===== src/ptm_pkg.sv =====
package ptm_pkg;
   localparam int unsigned CNT_W = 10;
   // wishbone word offsets (byte addresses)
   localparam logic [4:0] OFS_CTRL0   = 5'h00;
   localparam logic [4:0] OFS_CTRL1   = 5'h04;
   localparam logic [4:0] OFS_CNT_LO  = 5'h08;
   localparam logic [4:0] OFS_CNT_HI  = 5'h0C;
   localparam logic [4:0] OFS_CMPA_LO = 5'h10;
   localparam logic [4:0] OFS_CMPA_HI = 5'h14;
   localparam logic [4:0] OFS_PER_LO  = 5'h18;
   localparam logic [4:0] OFS_PER_HI  = 5'h1C;
   // control0 fields
   localparam int unsigned CTRL0_PAUSE_BIT = 7;
   localparam int unsigned CTRL0_ON_BIT    = 3;
   localparam int unsigned CTRL0_TICK_BIT  = 0;
   // control1 fields
   localparam int unsigned CTRL1_MODE_HI   = 7;
   localparam int unsigned CTRL1_FUNC_HI   = 5;
   localparam int unsigned CTRL1_LEVEL_BIT = 3;
   localparam int unsigned CTRL1_INV_BIT   = 2;
   localparam int unsigned CTRL1_CLR_BIT   = 0;
   // status fields
   localparam int unsigned STAT_A_BIT = 0;
   localparam int unsigned STAT_P_BIT = 1;
   localparam logic [5:0] OFS_STATUS  = 6'h20;
   localparam logic [5:0] ADDR_TOP    = 6'h24;
   localparam logic [7:0] CTRL0_RESET = 8'h00;
   localparam logic [7:0] CTRL1_RESET = 8'h00;
   localparam logic [9:0] CNT_MAX     = 10'h3FF;
   localparam logic [1:0] MODE_CMP    = 2'h0;
   localparam logic [1:0] MODE_PWM    = 2'h2;
   localparam logic [1:0] MODE_TMR    = 2'h3;
   localparam logic [1:0] FUNC_NONE   = 2'h0;
   localparam logic [1:0] FUNC_LOW    = 2'h1;
   localparam logic [1:0] FUNC_HIGH   = 2'h2;
   localparam logic [1:0] FUNC_TOGGLE = 2'h3;
endpackage


===== src/periodic_timer_compare_pwm.sv =====
// Added by the designer: the register addresses and the Wishbone register port.
`timescale 1ns/1ps
// How it works
// - count readable as low byte, high bits
// - compare a split low byte, high bits
// - compare p split low byte, high bits
// - unused high bits read zero, reset zero
// - mode field picks compare, timer, pwm
// - clear-source low: clear on p, both flags
// - clear-source high: clear on a, a only
// - a zero: run to 3FF, no a flag
// - pin changes only on a match or on rise
// - a match drives high, low or toggles
// - counter_on rise loads initial level
// - timer mode counts but leaves pin alone
// - pwm clears on p, a sets duty
// - period is p, or 1024 when zero
// - a at or above period: full duty
// - pwm raises a and p flags
// - pwm level, force and invert controls
// - pwm counting continues while forced
// - on rise clears counter, off holds it
// - pause holds count, resume continues
// - function codes none, low, high, toggle
module periodic_timer_compare_pwm
   import ptm_pkg::*;
(
   input  wire logic        mclk_in,
   input  wire logic        reset_n_in,
   input  wire logic        count_tick_in,
   input  wire logic        wb_cyc_in,
   input  wire logic        wb_stb_in,
   input  wire logic        wb_we_in,
   input  wire logic [5:0]  wb_adr_in,
   input  wire logic [3:0]  wb_sel_in,
   input  wire logic [31:0] wb_dat_in,
   output logic      [31:0] wb_dat_out,
   output logic             wb_ack_out,
   output logic             wb_err_out,
   output logic             timer_pin_out,
   output logic             timer_pin_oe_out,
   output logic             match_a_pulse_out,
   output logic             match_p_pulse_out
);
   logic [7:0]       timer_control_0_reg;
   logic [7:0]       timer_control_1_reg;
   logic [CNT_W-1:0] count_reg;
   logic [CNT_W-1:0] compare_a_value_reg;
   logic [CNT_W-1:0] compare_p_value_reg;
   logic             match_a_flag_reg;
   logic             match_p_flag_reg;
   logic             on_prev_reg;
   logic             cmp_pin_reg;
   logic             pwm_active_reg;
   logic             ack_reg;
   logic [31:0]      rdata_reg;

   logic       req;
   logic       mapped;
   logic       wr_ok;
   logic       counter_on;
   logic       counter_pause;
   logic [1:0] op_mode;
   logic [1:0] out_func;
   logic       clear_source_sel;
   logic       out_initial_level;
   logic       out_invert;
   logic       on_rise;
   logic       advance;
   logic       hit_a;
   logic       hit_p;
   logic       at_max;
   logic       clear_now;
   logic       ev_a;
   logic       ev_p;
   logic       cmp_like;
   logic       clr_a_flag;
   logic       clr_p_flag;
   logic [7:0] wbyte;

   function automatic logic [7:0] hi_bits(input logic [CNT_W-1:0] v);
      hi_bits = {6'h00, v[9:8]};
   endfunction

   assign counter_on        = timer_control_0_reg[CTRL0_ON_BIT];
   assign counter_pause     = timer_control_0_reg[CTRL0_PAUSE_BIT];
   assign op_mode           = timer_control_1_reg[CTRL1_MODE_HI -: 2];
   assign out_func          = timer_control_1_reg[CTRL1_FUNC_HI -: 2];
   assign out_initial_level = timer_control_1_reg[CTRL1_LEVEL_BIT];
   assign out_invert        = timer_control_1_reg[CTRL1_INV_BIT];
   assign clear_source_sel  = timer_control_1_reg[CTRL1_CLR_BIT];

   // classic wishbone slave, one wait state answer
   assign req    = wb_cyc_in & wb_stb_in & ~ack_reg;
   assign mapped = (wb_adr_in < ADDR_TOP) && (wb_adr_in[1:0] == 2'h0);
   assign wr_ok  = req & wb_we_in & mapped & wb_sel_in[0];
   assign wbyte  = wb_dat_in[7:0];
   assign wb_ack_out = ack_reg & mapped;
   assign wb_err_out = ack_reg & ~mapped;
   assign wb_dat_out = rdata_reg;

   always_ff @(posedge mclk_in) begin
      if (!reset_n_in) begin
         ack_reg <= 1'b0;
      end else begin
         ack_reg <= wb_cyc_in & wb_stb_in & ~ack_reg;
      end
   end

   always_ff @(posedge mclk_in) begin
      if (!reset_n_in) begin
         rdata_reg <= 32'h00000000;
      end else if (req && !wb_we_in) begin
         rdata_reg <= 32'h00000000;
         unique case (wb_adr_in[5:0])
            {1'b0, OFS_CTRL0}:   rdata_reg[7:0] <= timer_control_0_reg;
            {1'b0, OFS_CTRL1}:   rdata_reg[7:0] <= timer_control_1_reg;
            {1'b0, OFS_CNT_LO}:  rdata_reg[7:0] <= count_reg[7:0];
            {1'b0, OFS_CNT_HI}:  rdata_reg[7:0] <= hi_bits(count_reg);
            {1'b0, OFS_CMPA_LO}: rdata_reg[7:0] <= compare_a_value_reg[7:0];
            {1'b0, OFS_CMPA_HI}: rdata_reg[7:0] <= hi_bits(compare_a_value_reg);
            {1'b0, OFS_PER_LO}:  rdata_reg[7:0] <= compare_p_value_reg[7:0];
            {1'b0, OFS_PER_HI}:  rdata_reg[7:0] <= hi_bits(compare_p_value_reg);
            OFS_STATUS:          rdata_reg[1:0] <= {match_p_flag_reg,
                                                    match_a_flag_reg};
            default:             rdata_reg[7:0] <= 8'h00;
         endcase
      end
   end

   // one strobe per register keeps the address decode in one place
   function automatic logic at_ofs(input logic [5:0] adr,
                                   input logic [5:0] ofs);
      at_ofs = (adr == ofs);
   endfunction

   logic wr_ctrl0;
   logic wr_ctrl1;
   logic wr_a_lo;
   logic wr_a_hi;
   logic wr_p_lo;
   logic wr_p_hi;
   logic wr_status;

   assign wr_ctrl0  = wr_ok && at_ofs(wb_adr_in, {1'b0, OFS_CTRL0});
   assign wr_ctrl1  = wr_ok && at_ofs(wb_adr_in, {1'b0, OFS_CTRL1});
   assign wr_a_lo   = wr_ok && at_ofs(wb_adr_in, {1'b0, OFS_CMPA_LO});
   assign wr_a_hi   = wr_ok && at_ofs(wb_adr_in, {1'b0, OFS_CMPA_HI});
   assign wr_p_lo   = wr_ok && at_ofs(wb_adr_in, {1'b0, OFS_PER_LO});
   assign wr_p_hi   = wr_ok && at_ofs(wb_adr_in, {1'b0, OFS_PER_HI});
   assign wr_status = wr_ok && at_ofs(wb_adr_in, OFS_STATUS);

   // control0: low three bits unimplemented, kept zero
   always_ff @(posedge mclk_in) begin
      if (!reset_n_in) begin
         timer_control_0_reg <= CTRL0_RESET;
      end else if (wr_ctrl0) begin
         timer_control_0_reg <= {wbyte[7:3], 3'h0};
      end
   end

   // mode changes while running are not blocked; stop the timer first
   always_ff @(posedge mclk_in) begin
      if (!reset_n_in) begin
         timer_control_1_reg <= CTRL1_RESET;
      end else if (wr_ctrl1) begin
         timer_control_1_reg <= wbyte;
      end
   end

   // halves written independently, no latching: a split update
   // can be seen by a running compare until the other half is written
   always_ff @(posedge mclk_in) begin
      if (!reset_n_in) begin
         compare_a_value_reg[7:0] <= 8'h00;
      end else if (wr_a_lo) begin
         compare_a_value_reg[7:0] <= wbyte;
      end
   end

   always_ff @(posedge mclk_in) begin
      if (!reset_n_in) begin
         compare_a_value_reg[9:8] <= 2'h0;
      end else if (wr_a_hi) begin
         compare_a_value_reg[9:8] <= wbyte[1:0];
      end
   end

   always_ff @(posedge mclk_in) begin
      if (!reset_n_in) begin
         compare_p_value_reg[7:0] <= 8'h00;
      end else if (wr_p_lo) begin
         compare_p_value_reg[7:0] <= wbyte;
      end
   end

   always_ff @(posedge mclk_in) begin
      if (!reset_n_in) begin
         compare_p_value_reg[9:8] <= 2'h0;
      end else if (wr_p_hi) begin
         compare_p_value_reg[9:8] <= wbyte[1:0];
      end
   end

   // counter core
   assign on_rise  = counter_on & ~on_prev_reg;
   assign advance  = counter_on & ~counter_pause & count_tick_in;
   assign cmp_like = (op_mode == MODE_CMP) || (op_mode == MODE_TMR);
   assign at_max   = (count_reg == CNT_MAX);
   // matches are seen as the counter leaves the value one below compare
   assign hit_a = advance && (compare_a_value_reg != 10'h000)
                  && (count_reg == compare_a_value_reg - 10'h001);
   assign hit_p = advance && ((compare_p_value_reg == 10'h000) ? at_max
                  : (count_reg == compare_p_value_reg - 10'h001));

   always_comb begin
      clear_now = 1'b0;
      ev_a      = 1'b0;
      ev_p      = 1'b0;
      if (cmp_like) begin
         if (clear_source_sel) begin
            clear_now = hit_a | (advance & at_max);
            ev_a      = hit_a;
         end else begin
            clear_now = hit_p;
            ev_a      = hit_a;
            ev_p      = hit_p;
         end
      end else if (op_mode == MODE_PWM) begin
         clear_now = hit_p;
         ev_a      = hit_a;
         ev_p      = hit_p;
      end else begin
         clear_now = advance & at_max;
      end
   end

   always_ff @(posedge mclk_in) begin
      if (!reset_n_in) begin
         on_prev_reg <= 1'b0;
      end else begin
         on_prev_reg <= counter_on;
      end
   end

   // restart wins over clear, clear over advance
   always_ff @(posedge mclk_in) begin
      if (!reset_n_in) begin
         count_reg   <= 10'h000;
      end else begin
         if (on_rise) begin
            count_reg <= 10'h000;
         end else if (clear_now) begin
            count_reg <= 10'h000;
         end else if (advance) begin
            count_reg <= count_reg + 10'h001;
         end
      end
   end

   // flags: status write of one clears; a new event wins over the clear
   assign clr_a_flag = wr_status && wbyte[STAT_A_BIT];
   assign clr_p_flag = wr_status && wbyte[STAT_P_BIT];

   always_ff @(posedge mclk_in) begin
      if (!reset_n_in) begin
         match_a_flag_reg <= 1'b0;
      end else begin
         match_a_flag_reg <= ev_a | (match_a_flag_reg & ~clr_a_flag);
      end
   end

   always_ff @(posedge mclk_in) begin
      if (!reset_n_in) begin
         match_p_flag_reg <= 1'b0;
      end else begin
         match_p_flag_reg <= ev_p | (match_p_flag_reg & ~clr_p_flag);
      end
   end

   // pulses rise on the same edge as the flags and come from flip-flops
   always_ff @(posedge mclk_in) begin
      if (!reset_n_in) begin
         match_a_pulse_out <= 1'b0;
      end else begin
         match_a_pulse_out <= ev_a;
      end
   end

   always_ff @(posedge mclk_in) begin
      if (!reset_n_in) begin
         match_p_pulse_out <= 1'b0;
      end else begin
         match_p_pulse_out <= ev_p;
      end
   end

   // compare-match pin state
   always_ff @(posedge mclk_in) begin
      if (!reset_n_in) begin
         cmp_pin_reg <= 1'b0;
      end else if (on_rise) begin
         cmp_pin_reg <= out_initial_level;
      end else if (op_mode == MODE_CMP && ev_a) begin
         unique case (out_func)
            FUNC_NONE:   cmp_pin_reg <= cmp_pin_reg;
            FUNC_LOW:    cmp_pin_reg <= 1'b0;
            FUNC_HIGH:   cmp_pin_reg <= 1'b1;
            FUNC_TOGGLE: cmp_pin_reg <= ~cmp_pin_reg;
         endcase
      end
   end

   // pwm active phase from next count value
   logic [CNT_W-1:0] count_next;
   logic [10:0]      period;
   always_comb begin
      count_next = count_reg;
      if (on_rise || clear_now) begin
         count_next = 10'h000;
      end else if (advance) begin
         count_next = count_reg + 10'h001;
      end
      period = (compare_p_value_reg == 10'h000) ? 11'h400
               : {1'b0, compare_p_value_reg};
   end

   always_ff @(posedge mclk_in) begin
      if (!reset_n_in) begin
         pwm_active_reg <= 1'b0;
      end else begin
         pwm_active_reg <= ({1'b0, compare_a_value_reg} >= period)
                           || (count_next < compare_a_value_reg);
      end
   end

   // output pin: timer mode releases it; pwm forcing and invert
   always_ff @(posedge mclk_in) begin
      if (!reset_n_in) begin
         timer_pin_oe_out <= 1'b0;
      end else begin
         timer_pin_oe_out <= (op_mode == MODE_CMP) || (op_mode == MODE_PWM);
      end
   end

   always_ff @(posedge mclk_in) begin
      if (!reset_n_in) begin
         timer_pin_out    <= 1'b0;
      end else begin
         if (op_mode == MODE_PWM) begin
            unique case (out_func)
               FUNC_NONE: timer_pin_out <= ~out_initial_level ^ out_invert;
               FUNC_LOW:  timer_pin_out <= out_initial_level ^ out_invert;
               default:   timer_pin_out <= (pwm_active_reg
                                 ? out_initial_level : ~out_initial_level)
                                 ^ out_invert;
            endcase
         end else if (op_mode == MODE_CMP) begin
            timer_pin_out <= cmp_pin_reg ^ out_invert;
         end else begin
            timer_pin_out <= 1'b0;
         end
      end
   end
endmodule


===== config.mk =====
export PLATFORM = sky130hd
export DESIGN_NAME = periodic_timer_compare_pwm
export DESIGN_NICKNAME = d
export VERILOG_FILES = /design/src/ptm_pkg.sv /design/src/periodic_timer_compare_pwm.sv
export SDC_FILE = /design/constraint.sdc
export NUM_CORES = 1
export LEC_CHECK = 0
export ABC_CLOCK_PERIOD_IN_PS = 5000
export BUFFER_PORTS_ARGS = -buffer_cell sky130_fd_sc_hd__buf_2
export CORE_UTILIZATION = 50
export CTS_CLUSTER_DIAMETER = 200
export DETAILED_ROUTE_END_ITERATION = 10
export HOLD_SLACK_MARGIN = 0.08
export PLACE_DENSITY = 0.75
export SYNTH_ARGS = -nofsm -noshare
export SYNTH_HDL_FRONTEND = slang
export SYNTH_SLANG_ARGS = --single-unit

===== constraint.sdc =====
create_clock -name mclk_in -period 5 [get_ports mclk_in]
set_input_delay 0.25 -clock mclk_in [delete_from_list [all_inputs] [get_ports mclk_in]]
set_output_delay 0.25 -clock mclk_in [all_outputs]
set_load 0.03 [all_outputs]

==> impl_metrics.json <==
{
  "wirelength_mm": 10.9,
  "clk_pin_slew_ns": 0.08,
  "gp_congestion": 0.936,
  "hold_depth": 3,
  "cts_tree": "yes",
  "cp_slowest_cell": "or4b_1",
  "r2r-start": "compare_a_value_reg[0]",
  "holdPathEnd": "compare_a_value_reg[3]",
  "ctsResizeCount": 0,
  "ioPinCount": 86,
  "r2r_slack_ns": 0.88,
  "initial_core_util": 0.524,
  "ys.flop_type": "dfxtp_1",
  "syn_area_um2": 4350,
  "row_count": 33,
  "startpoint_type": "flop",
  "path_common_cell": "a21o_1",
  "fmax_mhz": 243,
  "cts.sinks": 61,
  "crit_path_max_incr_delay_ns": 0.58,
  "drc_errors": 0,
  "ys_types": 62,
  "numPortBuffers": 34,
  "cts_hold_buf": 0,
  "dieArea_um2": 9070,
  "grt_max_degree": 54,
  "synth_edf_count": 0,
  "diodes": 0,
  "avgSynthCellArea_um2": 8.47,
  "final_cell_mix": "dfxtp_1 (61), nor2b_1 (42), nand2_1 (39)",
  "post_cts_buffers": 0,
  "hold_ws_ns": 0.218,
  "crit_chain": "inv_1 -> ha_1 -> xor2_1 -> nand3_1 -> nor3_1 -> nand4_1 -> or4b_1 -> nand2_1 -> nor2_1 -> ha_1 -> a21o_1 -> a21o_1 -> a21o_1 -> a21oi_1 -> o21ai_0 -> a311o_1 -> o211ai_2",
  "area_delta_synth_final_pct": 7.54,
  "reg2regPathDepth": 17,
  "clk_path_buf_depth": 2,
  "grt_pass1_vias": 3378,
  "drv_cap": 0,
  "vias_per_cell": 5.79,
  "synth-seq-area-share": 0.281,
  "final.setup_skew_ns": 0.0112,
  "vias": 3709,
  "fin_crit_sh": 0.823,
  "finalMaxSlewViolations": 0,
  "cp-startpoint": "compare_a_value_reg[0]",
  "tightest_slew_ns": 0.803,
  "grt_pass1_wl_mm": 17.2,
  "antenna_left": 0,
  "area.sequential_um2": 1220,
  "antenna_found_initial": 0,
  "async_flop_share": 0,
  "setup_tns_ns": 0,
  "final_common_cell": "dfxtp_1",
  "finalNetCount": 604,
  "synth_cells": 513,
  "end_kind": "flop",
  "hold_path_class": "in2reg",
  "hold_violations": 0,
  "finalSetupViolations": 0,
  "core-area_um2": 8300,
  "cp_data_required_time_ns": 5.27,
  "drtIter0Drc": 236,
  "grt_busiest_layer": "met2",
  "multi_input_area_um2": 2830,
  "grt_util_met1": 0.340,
  "fin_crit_ns": 4.12,
  "track_usage": 0.256,
  "path_class": "reg2reg",
  "relSlewSlack": 0.465,
  "grtUsageMet3": 0.0662,
  "cellLeakagePower_uw": 0.00211,
  "dr.pass1.iters": 6,
  "critical_path.top_delay_family": "simple AND/OR/NAND/NOR gates",
  "clk_root_buffer_cell": "clkbuf_8",
  "wl_per_cell_um": 17.1,
  "cp_max_fo": 9,
  "cts_buffers": 9,
  "synth-seq-cells": 61,
  "power_density_nw_per_um2": 230,
  "drive_gt1_frac": 0.119,
  "dp_hpwl_mm": 8.37,
  "h-tree-depth": 3,
  "die_y_um": 95.2,
  "fillCellCount": 780,
  "rsz0062_at_grt": "false",
  "die_w_um": 95.2,
  "critical_path_buf_inv_count": 1,
  "use_met2": 0.396,
  "ir_drop_uv": 202,
  "status": "finished, final reports clean",
  "r2r_end": "pwm_active_reg",
  "min-delay-start": "wb_dat_in[3]",
  "insertion_delay_ns": 0.35,
  "cp.arrival_ns": 4.39,
  "ys_warn_count": 0,
  "overflow": 0,
  "path_depth": 17
}
==> how the worst max path moves through the flow <==
stage,to,slack [ns]
after floorplan,pwm_active_reg,1.50
after global placement,pwm_active_reg,1.06
after detailed placement,pwm_active_reg,1.03
after CTS,pwm_active_reg,0.97
after global routing,pwm_active_reg,0.66
final,pwm_active_reg,0.88
==> power breakdown <==
| part | internal, uW | leakage [uW] | switching, uW |
|---|---|---|---|
| clock network | 287 | 0.000115 | 221 |
| registers | 489 | 0.000492 | 1.63 |
| logic | 19.7 | 0.00150 | 57.7 |
==> worst register-to-register path, stage by stage, from the launching register on <==
cell      delay, ns
dfxtp_1        0.42
inv_1          0.11
ha_1           0.31
xor2_1         0.13
nand3_1        0.10
nor3_1         0.27
nand4_1        0.16
or4b_1         0.58
nand2_1        0.29
nor2_1         0.10
ha_1           0.30
a21o_1         0.17
a21o_1         0.18
a21o_1         0.17
a21oi_1        0.13
o21ai_0        0.18
a311o_1        0.35
o211ai_2       0.09
==> kinds of logic (layout without fill, tap and decap cells) <==
kind of cell | after synthesis | in the layout | share of synthesized area
DFF | 61 | 61 | 0.281
AOI/OAI and AO/OA | 90 | 90 | 0.152
muxes | 43 | 43 | 0.106
and+or+nand+nor | 186 | 186 | 0.232
xor gates and xnor gates | 33 | 33 | 0.0682
other | 1 | 24 | 0.000863
adders and majority gates | 25 | 25 | 0.0720
buffers and inverters | 74 | 74 | 0.0878
==> synthesized netlist by cell type (4+ instances only) <==
cell type,number,share of area
nor2b_1,42,0.060
a22oi_1,8,0.014
o21a_1,4,0.0069
nor2_1,29,0.025
buf_2,5,0.0058
nand4_1,9,0.013
a21oi_1,11,0.013
inv_1,23,0.020
xor2_1,14,0.028
nand2_1,39,0.034
nor4_1,6,0.0086
o211a_1,8,0.018
xnor2_1,18,0.036
mux2i_1,38,0.088
nand3_1,17,0.020
nor3_1,5,0.0058
nor3b_1,4,0.0069
nand2b_1,4,0.0058
clkbuf_1,20,0.017
o21ai_0,17,0.020
ha_1,25,0.072
a21boi_0,5,0.0086
and2_1,8,0.012
and3_1,9,0.013
a21o_1,8,0.014
buf_4,26,0.045
dfxtp_1,61,0.28
==> per-stage QoR <==
step | std cells | total power, uW | worst slack [ns] | util | instance area (um^2)
2_1_floorplan | 536 | 572 | 1.50 | - | 4430
3_3_place_gp | 625 | 578 | 1.06 | 0.536 | 4450
3_5_place_dp | 625 | 579 | 1.03 | 0.536 | 4450
4_1_cts | 641 | 1080 | 0.972 | 0.563 | 4670
5_1_grt | 641 | 1110 | 0.663 | 0.563 | 4670
6_report | 641 | 1080 | 0.883 | 0.563 | 4670
==> layer usage <==
layer | share of wire | routed length (um) | vias to the layer above
li1 | - | - | 1798
met1 | 0.44 | 4860 | 1747
met2 | 0.46 | 5050 | 140
met3 | 0.068 | 749 | 24
met4 | 0.026 | 285 | 0
met5 | 0 | 0 | -
==> area by class of cell <==
cell class	instances	share of cell area
Multi-Input combinational cell	401	0.605
Clock buffer	9	0.0265
Timing Repair Buffer	35	0.0380
Inverter	23	0.0185
Clock inverter	7	0.0222
Tap cell	105	0.0281
Sequential cell	61	0.261
Power figures use the tool's default switching activity.
